<file path="src/design/rvpa_pkg.sv">
package rvpa_pkg;
  // ***************************************************
  // Timing
  // ***************************************************
  localparam int unsigned CLK_HZ = 10_000_000;
  localparam int unsigned LOOP_MS = 10;
  localparam int unsigned LOOP_CYC = LOOP_MS * (CLK_HZ / 1000);
  localparam logic [3:0] WD_TICKS = 4'h3;
  // ***************************************************
  // Register offsets
  // ***************************************************
  localparam logic [7:0] OFS_CTRL = 8'h00;
  localparam logic [7:0] OFS_SETPT = 8'h04;
  localparam logic [7:0] OFS_PART = 8'h08;
  localparam logic [7:0] OFS_STAT = 8'h0c;
  localparam logic [7:0] OFS_SERVO = 8'h10;
  localparam logic [7:0] OFS_SHARE = 8'h14;
  localparam logic [7:0] OFS_TRACK = 8'h18;
  localparam logic [7:0] OFS_RATE = 8'h1c;
  localparam logic [7:0] OFS_ISTAT = 8'h20;
  localparam logic [7:0] OFS_IMASK = 8'h24;
  // ***************************************************
  // Field positions
  // ***************************************************
  localparam int CTRL_FORCE = 0;
  localparam int PB_ALIVE = 0;
  localparam int PB_PRI = 1;
  localparam int PB_OK = 2;
  localparam int ST_PRI = 0;
  localparam int ST_OK = 1;
  localparam int ST_HALT = 2;
  localparam int ST_SERWD = 3;
  localparam int ST_BUSWD = 4;
  localparam int ST_PFAIL = 5;
  localparam int ST_COIL = 6;
  localparam int ST_FBF = 7;
  localparam int ST_LOCAL = 8;
  localparam int IRQ_ROLE = 0;
  localparam int IRQ_PFAIL = 1;
  localparam int IRQ_FAULT = 2;
  localparam int IRQ_HALT = 3;
  // ***************************************************
  // Reset values and codes
  // ***************************************************
  localparam logic [15:0] SETPT_RST = 16'h0000;
  localparam logic [7:0] SHARE_RST = 8'h0a;
  localparam logic [7:0] TRACK_RST = 8'h01;
  localparam logic [15:0] RATE_RST = 16'h0800;
  localparam logic [3:0] IMASK_RST = 4'h0;
  localparam logic [1:0] RESP_OK = 2'h0;
  localparam logic [1:0] RESP_SLVERR = 2'h2;
  localparam logic [3:0] IDX_BAD = 4'hf;
  typedef enum logic {ROLE_BACKUP, ROLE_PRIMARY} rvpa_role_t;
endpackage

</file>
<file path="src/design/rvpa_top.sv">
// Design decisions made here: register access over AXI4-Lite and the register addresses.
module rvpa_top #(
  parameter int unsigned LOOP_CYC = rvpa_pkg::LOOP_CYC
) (
  input wire logic ref_clk,
  input wire logic rstn,
  input wire logic s_axi_awvalid,
  output logic s_axi_awready,
  input wire logic [7:0] s_axi_awaddr,
  input wire logic s_axi_wvalid,
  output logic s_axi_wready,
  input wire logic [31:0] s_axi_wdata,
  input wire logic [3:0] s_axi_wstrb,
  output logic s_axi_bvalid,
  input wire logic s_axi_bready,
  output logic [1:0] s_axi_bresp,
  input wire logic s_axi_arvalid,
  output logic s_axi_arready,
  input wire logic [7:0] s_axi_araddr,
  output logic s_axi_rvalid,
  input wire logic s_axi_rready,
  output logic [31:0] s_axi_rdata,
  output logic [1:0] s_axi_rresp,
  input wire logic local_mode_pin,
  input wire logic local_sp_valid,
  input wire logic [15:0] local_sp,
  input wire logic [5:0] diag_fail,
  input wire logic coil_fault,
  input wire logic [15:0] sec_a,
  input wire logic [15:0] sec_b,
  input wire logic [15:0] fb_pos,
  input wire logic [15:0] pi_out,
  input wire logic link_rx_valid,
  input wire logic link_rx_primary,
  input wire logic link_rx_ok,
  input wire logic [15:0] link_rx_servo,
  input wire logic [15:0] link_rx_fb,
  output logic link_tx_valid,
  output logic link_tx_primary,
  output logic link_tx_ok,
  output logic [15:0] link_tx_servo,
  output logic [15:0] link_tx_fb,
  output logic pi_run,
  output logic [15:0] setpoint,
  output logic [15:0] servo_out,
  output logic servo_en,
  output logic irq
);
  // ***************************************************
  // Helpers
  // ***************************************************
  // Offset to register index
  function automatic logic [3:0] dec(input logic [7:0] a);
    unique case (a)
      rvpa_pkg::OFS_CTRL: dec = 4'h0;
      rvpa_pkg::OFS_SETPT: dec = 4'h1;
      rvpa_pkg::OFS_PART: dec = 4'h2;
      rvpa_pkg::OFS_STAT: dec = 4'h3;
      rvpa_pkg::OFS_SERVO: dec = 4'h4;
      rvpa_pkg::OFS_SHARE: dec = 4'h5;
      rvpa_pkg::OFS_TRACK: dec = 4'h6;
      rvpa_pkg::OFS_RATE: dec = 4'h7;
      rvpa_pkg::OFS_ISTAT: dec = 4'h8;
      rvpa_pkg::OFS_IMASK: dec = 4'h9;
      default: dec = rvpa_pkg::IDX_BAD;
    endcase
  endfunction

  // Byte-enable merge
  function automatic logic [31:0] merge(input logic [31:0] o, input logic [31:0] d,
                                        input logic [3:0] s);
    merge = o;
    for (int i = 0; i < 4; i++) begin
      if (s[i]) begin
        merge[8*i +: 8] = d[8*i +: 8];
      end
    end
  endfunction

  // Magnitude of a difference
  function automatic logic [15:0] absdiff(input logic [15:0] x, input logic [15:0] y);
    absdiff = (x > y) ? x - y : y - x;
  endfunction

  // ***************************************************
  // Reset and pin synchronisers
  // ***************************************************
  logic rst_m_r, rst_n;
  logic loc_m_r, loc_r;

  // Reset release through two flops
  always_ff @(posedge ref_clk or negedge rstn) begin
    if (!rstn) begin
      rst_m_r <= 1'b0;
      rst_n <= 1'b0;
    end else begin
      rst_m_r <= 1'b1;
      rst_n <= rst_m_r;
    end
  end

  // Local mode pin sync
  always_ff @(posedge ref_clk or negedge rst_n) begin
    if (!rst_n) begin
      loc_m_r <= 1'b0;
      loc_r <= 1'b0;
    end else begin
      loc_m_r <= local_mode_pin;
      loc_r <= loc_m_r;
    end
  end

  // ***************************************************
  // AXI4-Lite slave
  // ***************************************************
  logic aw_h_r, w_h_r;
  logic [7:0] awaddr_r;
  logic [31:0] wdata_r;
  logic [3:0] wstrb_r;
  logic [3:0] widx;
  logic do_wr;
  logic [31:0] rd_mux;
  logic [3:0] ridx;

  assign s_axi_awready = !aw_h_r;
  assign s_axi_wready = !w_h_r;
  assign s_axi_arready = !s_axi_rvalid;
  assign widx = dec(awaddr_r);
  assign ridx = dec(s_axi_araddr);
  assign do_wr = aw_h_r && w_h_r && !s_axi_bvalid;

  // Address and data capture, either order
  always_ff @(posedge ref_clk or negedge rst_n) begin
    if (!rst_n) begin
      aw_h_r <= 1'b0;
      w_h_r <= 1'b0;
      awaddr_r <= 8'h00;
      wdata_r <= 32'h0000_0000;
      wstrb_r <= 4'h0;
    end else begin
      if (s_axi_awvalid && !aw_h_r) begin
        aw_h_r <= 1'b1;
        awaddr_r <= s_axi_awaddr;
      end else if (do_wr) begin
        aw_h_r <= 1'b0;
      end
      if (s_axi_wvalid && !w_h_r) begin
        w_h_r <= 1'b1;
        wdata_r <= s_axi_wdata;
        wstrb_r <= s_axi_wstrb;
      end else if (do_wr) begin
        w_h_r <= 1'b0;
      end
    end
  end

  // Write response
  always_ff @(posedge ref_clk or negedge rst_n) begin
    if (!rst_n) begin
      s_axi_bvalid <= 1'b0;
      s_axi_bresp <= rvpa_pkg::RESP_OK;
    end else if (do_wr) begin
      s_axi_bvalid <= 1'b1;
      s_axi_bresp <= (widx == rvpa_pkg::IDX_BAD) ? rvpa_pkg::RESP_SLVERR : rvpa_pkg::RESP_OK;
    end else if (s_axi_bready) begin
      s_axi_bvalid <= 1'b0;
    end
  end

  // Read response
  always_ff @(posedge ref_clk or negedge rst_n) begin
    if (!rst_n) begin
      s_axi_rvalid <= 1'b0;
      s_axi_rdata <= 32'h0000_0000;
      s_axi_rresp <= rvpa_pkg::RESP_OK;
    end else if (s_axi_arvalid && !s_axi_rvalid) begin
      s_axi_rvalid <= 1'b1;
      s_axi_rdata <= rd_mux;
      s_axi_rresp <= (ridx == rvpa_pkg::IDX_BAD) ? rvpa_pkg::RESP_SLVERR : rvpa_pkg::RESP_OK;
    end else if (s_axi_rready) begin
      s_axi_rvalid <= 1'b0;
    end
  end

  // ***************************************************
  // Software registers
  // ***************************************************
  logic force_r;
  logic [15:0] sp_r;
  logic [2:0] part_r;
  logic [7:0] share_r, track_r;
  logic [15:0] rate_r;
  logic [3:0] imask_r, istat_r, ev;
  logic [31:0] mg, wr_old, wr_m;
  logic part_wr;

  assign mg = merge(32'h0000_0000, wdata_r, wstrb_r);
  assign part_wr = do_wr && widx == 4'h2;

  // Current value of the addressed register, for byte merging
  always_comb begin
    wr_old = 32'h0000_0000;
    unique case (widx)
      4'h0: wr_old[rvpa_pkg::CTRL_FORCE] = force_r;
      4'h1: wr_old[15:0] = sp_r;
      4'h2: wr_old[2:0] = part_r;
      4'h5: wr_old[7:0] = share_r;
      4'h6: wr_old[7:0] = track_r;
      4'h7: wr_old[15:0] = rate_r;
      4'h9: wr_old[3:0] = imask_r;
      default: ;
    endcase
  end
  assign wr_m = merge(wr_old, wdata_r, wstrb_r);

  // Control, limits and partner bus copy
  always_ff @(posedge ref_clk or negedge rst_n) begin
    if (!rst_n) begin
      force_r <= 1'b0;
      part_r <= 3'h0;
      share_r <= rvpa_pkg::SHARE_RST;
      track_r <= rvpa_pkg::TRACK_RST;
      rate_r <= rvpa_pkg::RATE_RST;
      imask_r <= rvpa_pkg::IMASK_RST;
    end else if (do_wr) begin
      unique case (widx)
        4'h0: force_r <= wr_m[rvpa_pkg::CTRL_FORCE];
        4'h2: part_r <= wr_m[2:0];
        4'h5: share_r <= wr_m[7:0];
        4'h6: track_r <= wr_m[7:0];
        4'h7: rate_r <= wr_m[15:0];
        4'h9: imask_r <= wr_m[3:0];
        default: ;
      endcase
    end
  end

  // Set point source selection
  always_ff @(posedge ref_clk or negedge rst_n) begin
    if (!rst_n) begin
      sp_r <= rvpa_pkg::SETPT_RST;
    end else if (loc_r) begin
      if (local_sp_valid) begin
        sp_r <= local_sp;
      end
    end else if (do_wr && widx == 4'h1) begin
      sp_r <= wr_m[15:0];
    end
  end
  assign setpoint = sp_r;

  // ***************************************************
  // Loop tick
  // ***************************************************
  logic [16:0] tcnt_r;
  logic tick, tick_d_r;
  assign tick = tcnt_r == 17'(LOOP_CYC - 1);

  // Loop period counter
  always_ff @(posedge ref_clk or negedge rst_n) begin
    if (!rst_n) begin
      tcnt_r <= 17'h0_0000;
      tick_d_r <= 1'b0;
    end else begin
      tcnt_r <= tick ? 17'h0_0000 : tcnt_r + 17'h0_0001;
      tick_d_r <= tick;
    end
  end

  // ***************************************************
  // Partner data and watchdogs
  // ***************************************************
  logic rx_pri_r, rx_ok_r;
  logic [15:0] rx_servo_r, rx_fb_r;
  logic [3:0] swd_r, bwd_r;
  logic ser_exp, bus_exp, ser_ok, bus_alive, pfail;

  // Latch last partner link message
  always_ff @(posedge ref_clk or negedge rst_n) begin
    if (!rst_n) begin
      rx_pri_r <= 1'b0;
      rx_ok_r <= 1'b0;
      rx_servo_r <= 16'h0000;
      rx_fb_r <= 16'h0000;
    end else if (link_rx_valid) begin
      rx_pri_r <= link_rx_primary;
      rx_ok_r <= link_rx_ok;
      rx_servo_r <= link_rx_servo;
      rx_fb_r <= link_rx_fb;
    end
  end

  // Link and bus watchdogs, in loop ticks
  always_ff @(posedge ref_clk or negedge rst_n) begin
    if (!rst_n) begin
      swd_r <= rvpa_pkg::WD_TICKS;
      bwd_r <= rvpa_pkg::WD_TICKS;
    end else begin
      if (link_rx_valid) begin
        swd_r <= 4'h0;
      end else if (tick && !ser_exp) begin
        swd_r <= swd_r + 4'h1;
      end
      if (part_wr) begin
        bwd_r <= 4'h0;
      end else if (tick && !bus_exp) begin
        bwd_r <= bwd_r + 4'h1;
      end
    end
  end
  assign ser_exp = swd_r >= rvpa_pkg::WD_TICKS;
  assign bus_exp = bwd_r >= rvpa_pkg::WD_TICKS;
  assign ser_ok = !ser_exp;
  assign bus_alive = !bus_exp && part_r[rvpa_pkg::PB_ALIVE];
  assign pfail = ser_exp && bus_exp;

  // ***************************************************
  // Own health
  // ***************************************************
  logic halt_r, coil_r, fbf_r, fb_bad, fbp_v_r;
  logic [15:0] fb_prev_r;
  logic [16:0] sum;
  logic [15:0] mn;
  logic own_ok;

  assign sum = {1'b0, sec_a} + {1'b0, sec_b};
  assign mn = (sec_a < sec_b) ? sec_a : sec_b;
  assign fb_bad = ({3'h0, mn} * 26'd100 < {1'b0, share_r} * {8'h0, sum})
    || (fbp_v_r && absdiff(fb_pos, fb_prev_r) > rate_r)
    || (ser_ok && {8'h0, absdiff(fb_pos, rx_fb_r)} * 24'd100 > {track_r, 16'h0000});
  assign own_ok = !halt_r && !coil_r && !fbf_r && !force_r;

  // Diagnostic halt and sticky fault latches
  always_ff @(posedge ref_clk or negedge rst_n) begin
    if (!rst_n) begin
      halt_r <= 1'b0;
      coil_r <= 1'b0;
      fbf_r <= 1'b0;
      fb_prev_r <= 16'h0000;
      fbp_v_r <= 1'b0;
    end else begin
      if (|diag_fail) begin
        halt_r <= 1'b1;
      end
      if (coil_fault) begin
        coil_r <= 1'b1;
      end
      if (tick) begin
        fb_prev_r <= fb_pos;
        fbp_v_r <= 1'b1; // No rate check before a first sample
        if (fb_bad) begin
          fbf_r <= 1'b1;
        end
      end
    end
  end

  // ***************************************************
  // Role arbitration
  // ***************************************************
  rvpa_pkg::rvpa_role_t role_r;
  logic to_bak, to_pri;

  assign to_bak = ser_ok && bus_alive && part_r[rvpa_pkg::PB_PRI] && rx_ok_r
    && part_r[rvpa_pkg::PB_OK] && !own_ok;
  assign to_pri = own_ok && ((!bus_alive && !ser_ok)
    || (!rx_pri_r && !part_r[rvpa_pkg::PB_PRI]));

  // Evaluated once per loop
  always_ff @(posedge ref_clk or negedge rst_n) begin
    if (!rst_n) begin
      role_r <= rvpa_pkg::ROLE_BACKUP;
    end else if (tick) begin
      unique case (role_r)
        rvpa_pkg::ROLE_PRIMARY: if (to_bak) role_r <= rvpa_pkg::ROLE_BACKUP;
        rvpa_pkg::ROLE_BACKUP: if (to_pri) role_r <= rvpa_pkg::ROLE_PRIMARY;
      endcase
    end
  end

  // ***************************************************
  // Servo drive and publication
  // ***************************************************
  logic is_pri;
  assign is_pri = role_r == rvpa_pkg::ROLE_PRIMARY;
  assign pi_run = tick && is_pri && !halt_r;
  assign servo_en = !halt_r;

  // Primary follows PI, backup replicates partner
  always_ff @(posedge ref_clk or negedge rst_n) begin
    if (!rst_n) begin
      servo_out <= 16'h0000;
    end else if (halt_r) begin
      servo_out <= 16'h0000;
    end else begin
      servo_out <= is_pri ? pi_out : rx_servo_r;
    end
  end

  // Link message after each role evaluation, none while halted
  always_ff @(posedge ref_clk or negedge rst_n) begin
    if (!rst_n) begin
      link_tx_valid <= 1'b0;
      link_tx_primary <= 1'b0;
      link_tx_ok <= 1'b0;
      link_tx_servo <= 16'h0000;
      link_tx_fb <= 16'h0000;
    end else begin
      link_tx_valid <= tick_d_r && !halt_r;
      if (tick_d_r) begin
        link_tx_primary <= is_pri;
        link_tx_ok <= own_ok;
        link_tx_servo <= servo_out;
        link_tx_fb <= fb_pos;
      end
    end
  end

  // ***************************************************
  // Interrupts
  // ***************************************************
  logic pfail_d_r, ok_d_r, pri_d_r, halt_d_r;

  // Edge history for events
  always_ff @(posedge ref_clk or negedge rst_n) begin
    if (!rst_n) begin
      pfail_d_r <= 1'b1; // Watchdogs start expired, no false event
      ok_d_r <= 1'b1;
      pri_d_r <= 1'b0;
      halt_d_r <= 1'b0;
    end else begin
      pfail_d_r <= pfail;
      ok_d_r <= own_ok;
      pri_d_r <= is_pri;
      halt_d_r <= halt_r;
    end
  end
  assign ev = {halt_r && !halt_d_r, ok_d_r && !own_ok, pfail && !pfail_d_r, is_pri != pri_d_r};

  // Sticky status, write one to clear, set wins
  always_ff @(posedge ref_clk or negedge rst_n) begin
    if (!rst_n) begin
      istat_r <= 4'h0;
    end else begin
      istat_r <= (istat_r & ~((do_wr && widx == 4'h8) ? mg[3:0] : 4'h0)) | ev;
    end
  end
  assign irq = |(istat_r & imask_r);

  // ***************************************************
  // Read mux
  // ***************************************************
  always_comb begin
    rd_mux = 32'h0000_0000;
    unique case (ridx)
      4'h0: rd_mux[rvpa_pkg::CTRL_FORCE] = force_r;
      4'h1: rd_mux[15:0] = sp_r;
      4'h2: rd_mux[2:0] = part_r;
      4'h3: rd_mux[8:0] = {loc_r, fbf_r, coil_r, pfail, bus_exp, ser_exp, halt_r, own_ok,
                           is_pri};
      4'h4: rd_mux[15:0] = servo_out;
      4'h5: rd_mux[7:0] = share_r;
      4'h6: rd_mux[7:0] = track_r;
      4'h7: rd_mux[15:0] = rate_r;
      4'h8: rd_mux[3:0] = istat_r;
      4'h9: rd_mux[3:0] = imask_r;
      default: ;
    endcase
  end

  logic [16:0] gap_r;

  // Cycles since previous tick
  always_ff @(posedge ref_clk or negedge rst_n) begin
    if (!rst_n) begin
      gap_r <= 17'h0_0001;
    end else begin
      gap_r <= tick ? 17'h0_0001 : gap_r + 17'h0_0001;
    end
  end
endmodule

</file>
<file path="config.mk">
export PLATFORM = sky130hd
export DESIGN_NAME = rvpa_top
export DESIGN_NICKNAME = d
export VERILOG_FILES = /design/src/design/rvpa_pkg.sv /design/src/design/rvpa_top.sv
export SDC_FILE = /design/constraint.sdc
export NUM_CORES = 1
export LEC_CHECK = 0
export BUFFER_PORTS_ARGS = -buffer_cell sky130_fd_sc_hd__buf_4
export CAP_MARGIN = 5
export CORE_MARGIN = 10
export CORE_UTILIZATION = 54
export DETAILED_ROUTE_END_ITERATION = 12
export HOLD_SLACK_MARGIN = 0.12
export PLACE_DENSITY_LB_ADDON = 0.25
export SLEW_MARGIN = 20
export SYNTH_ARGS = -nofsm -noshare
export SYNTH_HDL_FRONTEND = slang
export SYNTH_SLANG_ARGS = --single-unit
</file>
<file path="constraint.sdc">
create_clock -name ref_clk -period 8 [get_ports ref_clk]
set_clock_uncertainty 0.2 [all_clocks]
set_input_delay 0 -clock ref_clk [delete_from_list [all_inputs] [get_ports ref_clk]]
set_output_delay 0 -clock ref_clk [all_outputs]
set_load 0.02 [all_outputs]
</file>
======== After elaboration in Yosys (flattened, before gate mapping) ========
Index checks and enable logic that the tools add are counted.
word-level totals
  input port bits ......................... 183
  output and inout bits ................... 111
  logic and storage cells ................. 222
  register bits after elaboration ......... 250
operators by class
  equal/unequal tests ..................... 39
  $mul .................................... 3
  add/subtract/negate cells ............... 8
  multiplexer cells ....................... 42
  reduce and logical (&&, ||, !) cells .... 71
  bitwise gates (word level) .............. 5
  magnitude comparators ................... 8
operator list
  kind                   count
  $mux 16                8
  $pmux 4 s10            2
  $eq 8x5->1 const B     8
  $sub 16x16->16         4
  $gt 16x16->1           3
  $mul 16x5->21 const B  2
  $eq 8x4->1 const B     4
  $eq 8x6->1 const B     4
  $logic_and 1x1->1      31
  $eq 4x3->1 const B     7
  $lt 23x25->1           1
  $mul 8x17->25          1
  $eq 4x4->1 const B     6
  $gt 23x24->1           1
  $mux 4                 6
  $pmux 4 s6             1
  $pmux 7 s3             1
  $pmux 2 s9             1
  $add 16x16->17         1
  $add 17x1->17 const B  1
  $eq 17x17->1 const B   1
  $mux 17                1
  $eq 8x3->1 const B     2
  $logic_not 1->1        16
  30 further kinds       63

======== Logic depth before layout (Yosys ltp) ========
Gate-level depths: netlist of run 1.
  depth after elaboration ................. 10
  gate-level depth with buffers ........... 37

======== Least setup slack after synthesis of run 1 ========
No wires, ideal clock.
  path type ............................... input-to-reg
  start ................................... input port sec_a[0]
  end ..................................... register fbf_r
  stages .................................. 34
  path buffers ............................ 0
  arrival ................................. 7.013 ns
  path slack .............................. 0.656 ns
  data required time ...................... 7.669 ns
  library setup time ...................... 0.131 ns
  cell sequence ........................... ha_1 inv_1 fa_1 o21bai_1 a21oi_1 o21bai_1 a21oi_1 o21bai_1 nand2_1 o31ai_1 xor2_1 nor2b_1 fa_1 fa_1 fa_1 inv_1 fa_1 inv_1 ha_1 and4_1 nand3_1 o31ai_1 nand3_1 a21oi_1 o21ai_0 nand2b_1 xnor2_1 ha_1 nand4_1 or4_1 a21oi_1 o221ai_1 nor4_1 a31oi_1
between the ends
  longest elaborated chain between the ends .. 7
  elaborated cells between the ends (all ways) .. 9
  those cells by class .................... add/sub: 1; mul: 2; order compare: 2; mux: 1; reduce/logical: 3
ends and longest elaborated chain
  item                            line             source
  from (decl)                     rvpa_top.sv:29   input wire logic [15:0] sec_a,
  $lt 16x16->1                    rvpa_top.sv:327  assign mn = (sec_a < sec_b) ? sec_a : sec_b;
  $mux 16                         rvpa_top.sv:327
  $mul 16x5->21                   rvpa_top.sv:328  assign fb_bad = ({3'h0, mn} * 26'd100 < {1'b0, share_r} * {8'h0, sum})
  $lt 23x25->1 (*)                rvpa_top.sv:328
  $logic_or 1x1->1 (*)            rvpa_top.sv:329  || (fbp_v_r && absdiff(fb_pos, fb_prev_r) > rate_r)
  $logic_or 1x1->1 (*)            rvpa_top.sv:330  || (ser_ok && {8'h0, absdiff(fb_pos, rx_fb_r)} * 24'd100 > {track_r, 16'h0000});
  $reduce_and 2->1 (no line) (*)  --
  to (signal assigned)            rvpa_top.sv:338  fbf_r <= 1'b0;
  to (signal assigned)            rvpa_top.sv:352  fbf_r <= 1'b1;
  to (decl)                       rvpa_top.sv:320  logic halt_r, coil_r, fbf_r, fb_bad, fbp_v_r;
Every way passes the cells marked *; elsewhere a longest branch is shown, timed or not.
A chain may end at the register's enable or synchronous reset.

======== Worst setup path after layout of run 1 ========
  start ................................... register rx_fb_r[0]
  end ..................................... register fbf_r
between the ends
  longest elaborated chain between the ends .. 7
  elaborated cells between the ends (all ways) .. 9
  those cells by class .................... add/sub: 2; mul: 1; order compare: 2; mux: 1; reduce/logical: 3
ends and longest elaborated chain
  item                                            line             source
  from (decl)                                     rvpa_top.sv:274  logic [15:0] rx_servo_r, rx_fb_r;
  from (signal assigned)                          rvpa_top.sv:289  rx_fb_r <= link_rx_fb;
  $sub 16x16->16 or $gt 16x16->1 (tied branches)  rvpa_top.sv:82   absdiff = (x > y) ? x - y : y - x;
  $mux 16 (*)                                     rvpa_top.sv:82
  $mul 16x5->21 (*)                               rvpa_top.sv:330
  $gt 23x24->1 (*)                                rvpa_top.sv:330
  $logic_and 1x1->1 (*)                           rvpa_top.sv:330
  $logic_or 1x1->1 (*)                            rvpa_top.sv:330
  $reduce_and 2->1 (no line) (*)                  --
Marked as above.

==> reports/results.ini, run 1 <==
[status]
outcome = finished clean

[sta]
fmax_mhz = 130
maxSlewViolCount = 0
layout_setup_ws_ns = 0.314
worstMarginPinSlew_ns = 1.19
timing.setup.tns_ns = 0
timing.final.crit_share = 0.961
timing.hold.ws_ns = 0.153
finalHoldViolCount = 0
slew_headroom = 0.203
final.min_clock_period_ns = 7.69
setup_viol = 0

[pwr]
ir_drop_mv = 0.255
p_leak_nw = 14.7
p_per_area_nw_per_um2 = 275
totalPowerFinal_mw = 8.26

[setup_path]
r2r-start = rx_fb_r[0]
reg2reg_to = fbf_r
slowest_delay_ns = 0.58
worst_setup_path_start_kind = flop
critPathCaptureType = flop
slowest_stage = or4b_2
path_common_cell = ha_1
rr_worst_depth = 32
required_ns = 8.25
path_max_fanout = 7
worstPathArrival_ns = 7.93
worstSetupPathType = flop to flop
endpoint = fbf_r
ff2ff_setup_slack_ns = 0.31
crit_path_start = rx_fb_r[0]

[floorplanning]
dieArea_um2 = 51700
core_um2 = 42200
die_y_um = 227
rows = 75
start_util = 0.550
die-width_um = 227
pin_count = 294

[clock_network]
path_clk_slew_ns = 0.06
clockBufferDepth = 3
htreeDepth = 1
cts_inserted_buffers = 27
clock_latency_ns = 0.58
cts.sinks = 248
root_buffer = clkbuf_16
cts_tree = yes

[placement]
dpl.hpwl_um = 52500
place_area_um2 = 25600
place_worst_setup_slack_ns = 0.00862
io_buffers = 257
dpl.cell_count = 3230
place_congestion = 0.947

[global_route]
antenna_found_initial = 2
grt.total_usage = 0.285
grt_pass1_vias = 22125
grt_pass1_wl_um = 118000
grt_overflow_total = 0
grt_max_degree = 176

[routing]
drt_pass1_iterations = 9
drt_iter0_drc = 1720
viasPerCell = 5.82
drc = 0
antenna_left = 0
wirelength_um = 74600
wl_per_cell_um = 20.7
vias = 20992

[finish]
utilization = 0.710
design_area_um2 = 30000
fin_cells = 3606
finalNetCount = 3636
multi_input_area_um2 = 15500
seq_area_um2 = 6220
area_delta_synth_final_pct = 29.2
drive_above_1_share = 0.169
fillers = 3081

[synthesis]
synth_edf_count = 0
ys_warn_count = 0
synthDistinctLibCells = 80
ys_ff_latch = 248
async_flop_share = 1.00
synth.avg_cell_area_um2 = 9.34
postSynthCellCount = 2486
synth_most_common_cell = inv_1
ys.flop_type = dfrtp_1
yosys.area.top_type_share = 0.257
synth_area_leader_cell = dfrtp_1
seq_area_frac_synth = 0.268
ys_top_cells_by_count = 306 x inv_1, 291 x ha_1, 238 x dfrtp_1, 176 x nand2_1, 147 x nor2_1
syn_area_um2 = 23200
netlist_top_cells_area = dfrtp_1 26%, ha_1 16%, fa_1 10%, mux2_2 6.5%, inv_1 4.9%

[min_path]
hp-class = primary input to flop

[run]
drv_cap = 0

## state kept, by name, summed over array words and instances, names as in the netlist, 2 cells and up
name           cells
awaddr_r           8
bwd_r              4
fb_prev_r         16
imask_r            4
istat_r            4
link_tx_fb        16
link_tx_servo     16
part_r             3
rate_r            16
rx_fb_r           16
rx_servo_r        16
s_axi_rdata       16
servo_out         16
setpoint          16
share_r            8
swd_r              4
tcnt_r            17
track_r            8
wdata_r           16
wstrb_r            2
## power breakdown
part	internal [mW]	switching, mW
Sequential	1.41	0.263
Combinational	2.26	2.81
Clock	0.923	0.584
## worst max-delay path: cells and delay by family, from the launching register on
family	cells	cell delay [ns]
AO/OA/AOI/OAI	11	1.93
XOR/XNOR	2	0.52
flip-flops	1	0.35
AND/OR/NAND/NOR	8	1.85
adder cells (fa/ha/maj)	7	2.37
buffers and inverters	4	0.33
## routing by layer
metal	share of wire	vias up	global-route usage
met5	0.000094	-	0
met4	0.045	2	0.110
met3	0.062	243	0.0409
met2	0.51	823	0.521
met1	0.38	10318	0.330
li1	-	9606	-
## cells in the final DEF, fill, tap and decap left out, types with 26 or more instances in the layout
cell type | netlist | final
inv_1 | 306 | 306
a21oi_1 | 127 | 127
nor2b_1 | 102 | 101
o21ai_0 | 122 | 121
nand2_1 | 176 | 176
ha_1 | 291 | 291
xor2_1 | 45 | 44
mux2i_1 | 60 | 60
nor2_1 | 147 | 146
fa_1 | 117 | 117
nand2b_1 | 30 | 30
clkbuf_16 | 0 | 27
nand3_1 | 26 | 26
dlygate4sd3_1 | 0 | 322
dfrtp_1 | 238 | 235
and2_1 | 26 | 26
a21o_1 | 41 | 41
xnor2_1 | 57 | 56
nor3_1 | 33 | 33
buf_4 | 22 | 287
mux2_2 | 134 | 134
## layout make-up
class                           count  share of cell area
Timing Repair Buffer              611               0.180
Multi-Input combinational cell   1850               0.516
Sequential cell                   248               0.208
Clock inverter                     18              0.0108
Antenna cell                        1           0.0000834
Tap cell                          539              0.0225
Inverter                          307              0.0384
Clock buffer                       32              0.0245
## worst min path at each step
stage / startpoint / endpoint / slack [ns] / depth (start not counted)
after floorplan: rstn / rst_m_r / -0.50 / 0
after global placement: rstn / rst_m_r / -0.42 / 1
after detailed placement: rstn / rst_n / -0.41 / 1
after CTS: fb_pos[1] / link_tx_fb[1] / 0.13 / 3
after global routing: loc_m_r / loc_r / 0.16 / 0
final: fb_pos[1] / link_tx_fb[1] / 0.15 / 3
## what timing repair did
action,in CTS,in global routing
buffers inserted,0,3
setup endpoints to repair,0,1
endpoints found under the hold margin,154,0
resized for setup,0,7
hold buffers,322,0
## cells by family (layout without fill, tap and decap cells)
| kind of cell | Yosys count | after routing | share of synthesized area |
|---|---|---|---|
| AND/OR/NAND/NOR | 634 | 634 | 0.135 |
| AO/OA/AOI/OAI | 493 | 493 | 0.139 |
| adder cells (fa/ha/maj) | 408 | 408 | 0.258 |
| buffers and inverters | 405 | 968 | 0.0705 |
| flip-flops | 248 | 248 | 0.268 |
| multiplexers | 194 | 194 | 0.0909 |
| XOR/XNOR | 102 | 102 | 0.0385 |
| other | 2 | 20 | 0.000323 |
(Power assumes the default switching activity.)
==> run 2: changes to the inputs <==
--- a/config.mk
+++ b/config.mk
@@ -6,9 +6,11 @@
 export NUM_CORES = 1
 export LEC_CHECK = 0
 export BUFFER_PORTS_ARGS = -buffer_cell sky130_fd_sc_hd__buf_4
-export CAP_MARGIN = 5
+export CAP_MARGIN = 20
+export CELL_PAD_IN_SITES_DETAIL_PLACEMENT = 1
+export CELL_PAD_IN_SITES_GLOBAL_PLACEMENT = 2
 export CORE_MARGIN = 10
-export CORE_UTILIZATION = 54
+export CORE_UTILIZATION = 34
 export DETAILED_ROUTE_END_ITERATION = 12
 export HOLD_SLACK_MARGIN = 0.12
 export PLACE_DENSITY_LB_ADDON = 0.25
==> constraint.sdc (replaced) <==
create_clock -name ref_clk -period 8 [get_ports ref_clk]
set_clock_uncertainty 0.2 [all_clocks]
set_input_delay 0 -clock ref_clk [delete_from_list [all_inputs] [get_ports ref_clk]]
set_output_delay 0 -clock ref_clk [all_outputs]
set_load 0.05 [all_outputs]
==> reports/results.ini, run 2 (same netlist as run 1, synthesis figures left out) <==
[clock_network]
cts_inserted_buffers = 31
cts_tree = yes
cts.sinks = 248
root_buffer = clkbuf_16
path_clk_slew_ns = 0.07
clockBufferDepth = 3
clock_latency_ns = 0.61
htreeDepth = 1

[finish]
largest_register_ffs = 17
utilization = 0.456
area_delta_synth_final_pct = 32.3
final_common_cell = dlygate4sd3_1
finalNetCount = 3669
top_register = tcnt_r
drive_above_1_share = 0.178
fillers = 7631
layout_common_cells = 330 x dlygate4sd3_1, 308 x buf_4, 306 x inv_1, 291 x ha_1, 236 x dfrtp_1

[sta]
setup_viol = 0
fmax_mhz = 130
worstMarginPinSlew_ns = 1.05
final.min_clock_period_ns = 7.67
timing.setup.tns_ns = 0
slew_headroom = 0.297
maxSlewViolCount = 0
finalHoldViolCount = 0
timing.final.crit_share = 0.958

[pwr]
ir_drop_mv = 0.212
p_leak_nw = 14.8
totalPowerFinal_mw = 8.62
p_per_area_nw_per_um2 = 281

[setup_path]
r2r-start = rx_fb_r[0]
cp_top_family = adder cells
ff2ff_setup_slack_ns = 0.33
slowest_stage = or4b_2
rr_worst_depth = 33
worstSetupPathType = flop to flop
worst-path-buf-inv = 4
required_ns = 8.29
path_depth = 33
path_max_fanout = 7
worstPathArrival_ns = 7.95
slowest_delay_ns = 0.61
path_common_cell = ha_1
worst_setup_path_start_kind = flop
critPathCaptureType = flop
reg2reg_to = fbf_r

[floorplanning]
core_um2 = 67400
dieArea_um2 = 79100
die-width_um = 281
die_y_um = 281
start_util = 0.344
rows = 95
pin_count = 294

[routing]
viasPerCell = 5.17
wirelength_um = 85200
vias = 20554
drt_iter0_drc = 1063
antenna_left = 0
wl_per_cell_um = 21.4
drt_pass1_iterations = 7
drc = 0

[global_route]
grt_pass1_wl_um = 134000
antenna_found_initial = 4
grt_max_degree = 75
grt_overflow_total = 0
grt.total_usage = 0.215
grt_pass1_vias = 23291

[run]
drv_cap = 0

[placement]
dpl.hpwl_um = 62900
io_buffers = 257
place_congestion = 0.852

[min_path]
hp-class = flop to async pin

[status]
outcome = finished clean

==> run 2: changes by cell type in the layout (fill, tap and decap cells not counted), sizes merged, moves of 4 or more <==
cell,previous run,this run
clkbuf,32,36
dlygate4sd3,322,330
buf,289,310
clkinvlp,2,6
bufinv,8,4
==> run 2: through the flow <==
| step | instance area (um^2) | instances | hold slack, ns | setup slack, ns |
|---|---|---|---|---|
| 5_1_grt | 30700 | 3979 | 0.168 | -0.0412 |
| 6_report | 30700 | 3979 | 0.118 | 0.334 |
| 3_5_place_dp | 26200 | 3586 | -0.416 | 0.0295 |
| 3_3_place_gp | 26200 | 3586 | -0.418 | 0.165 |
| 4_1_cts | 30600 | 3974 | 0.131 | 0.132 |
| 2_1_floorplan | 23300 | 2503 | -0.496 | 0.394 |
==> run 2: worst reg2reg max path, delay by kind of cell, from the launching register on <==
family          cells  cell delay, ns
compound gates     11            1.96
xor+xnor            2            0.47
fa+ha+maj           7            2.33
buf+inv             4            0.29
flops               1            0.35
simple gates        9            1.93
==> run 2: timing repair <==
| action | in CTS | in global routing |
|---|---|---|
| resized for setup | 0 | 9 |
| endpoints found under the hold margin | 154 | 0 |
| endpoints found under the setup margin | 0 | 1 |
| setup buffers | 0 | 2 |
| hold buffers | 330 | 0 |
==> run 2: area by class of cell <==
| type | instances | area, um^2 | share of cell area |
|---|---|---|---|
| sequential | 248 | 6220 | 0.203 |
| antenna | 3 | 7.51 | 0.000244 |
| tap | 873 | 1090 | 0.0356 |
| inverter | 307 | 1150 | 0.0375 |
| clock inverter | 22 | 270 | 0.00880 |
| multi-input combinational | 1850 | 15500 | 0.504 |
| timing repair buffer | 640 | 5650 | 0.184 |
| clock buffer | 36 | 845 | 0.0275 |
==> run 2: report_power, final <==
part	total [mW]	internal, mW	leakage [nW]	switching, mW
clock network	1.55	0.898	0.532	0.648
logic	5.38	2.36	11.2	3.02
registers	1.69	1.41	3.09	0.280
==> run 2: per-layer routing <==
layer,vias up,routed length (um),GRT usage
met5,-,0,0
met4,0,2770,0.0660
met3,126,2900,0.0278
met2,366,44800,0.400
met1,10392,34700,0.251
li1,9670,-,-
==> run 2: how the worst max path moves through the flow <==
stage / from / to / slack, ns
final: rx_fb_r[0] / fbf_r / 0.33
after global routing: rx_fb_r[0] / fbf_r / -0.04
after CTS: rx_fb_r[0] / fbf_r / 0.13
after detailed placement: sec_a[0] / fbf_r / 0.03
after global placement: sec_a[14] / fbf_r / 0.17
after floorplan: rst_n / aw_h_r / 0.39
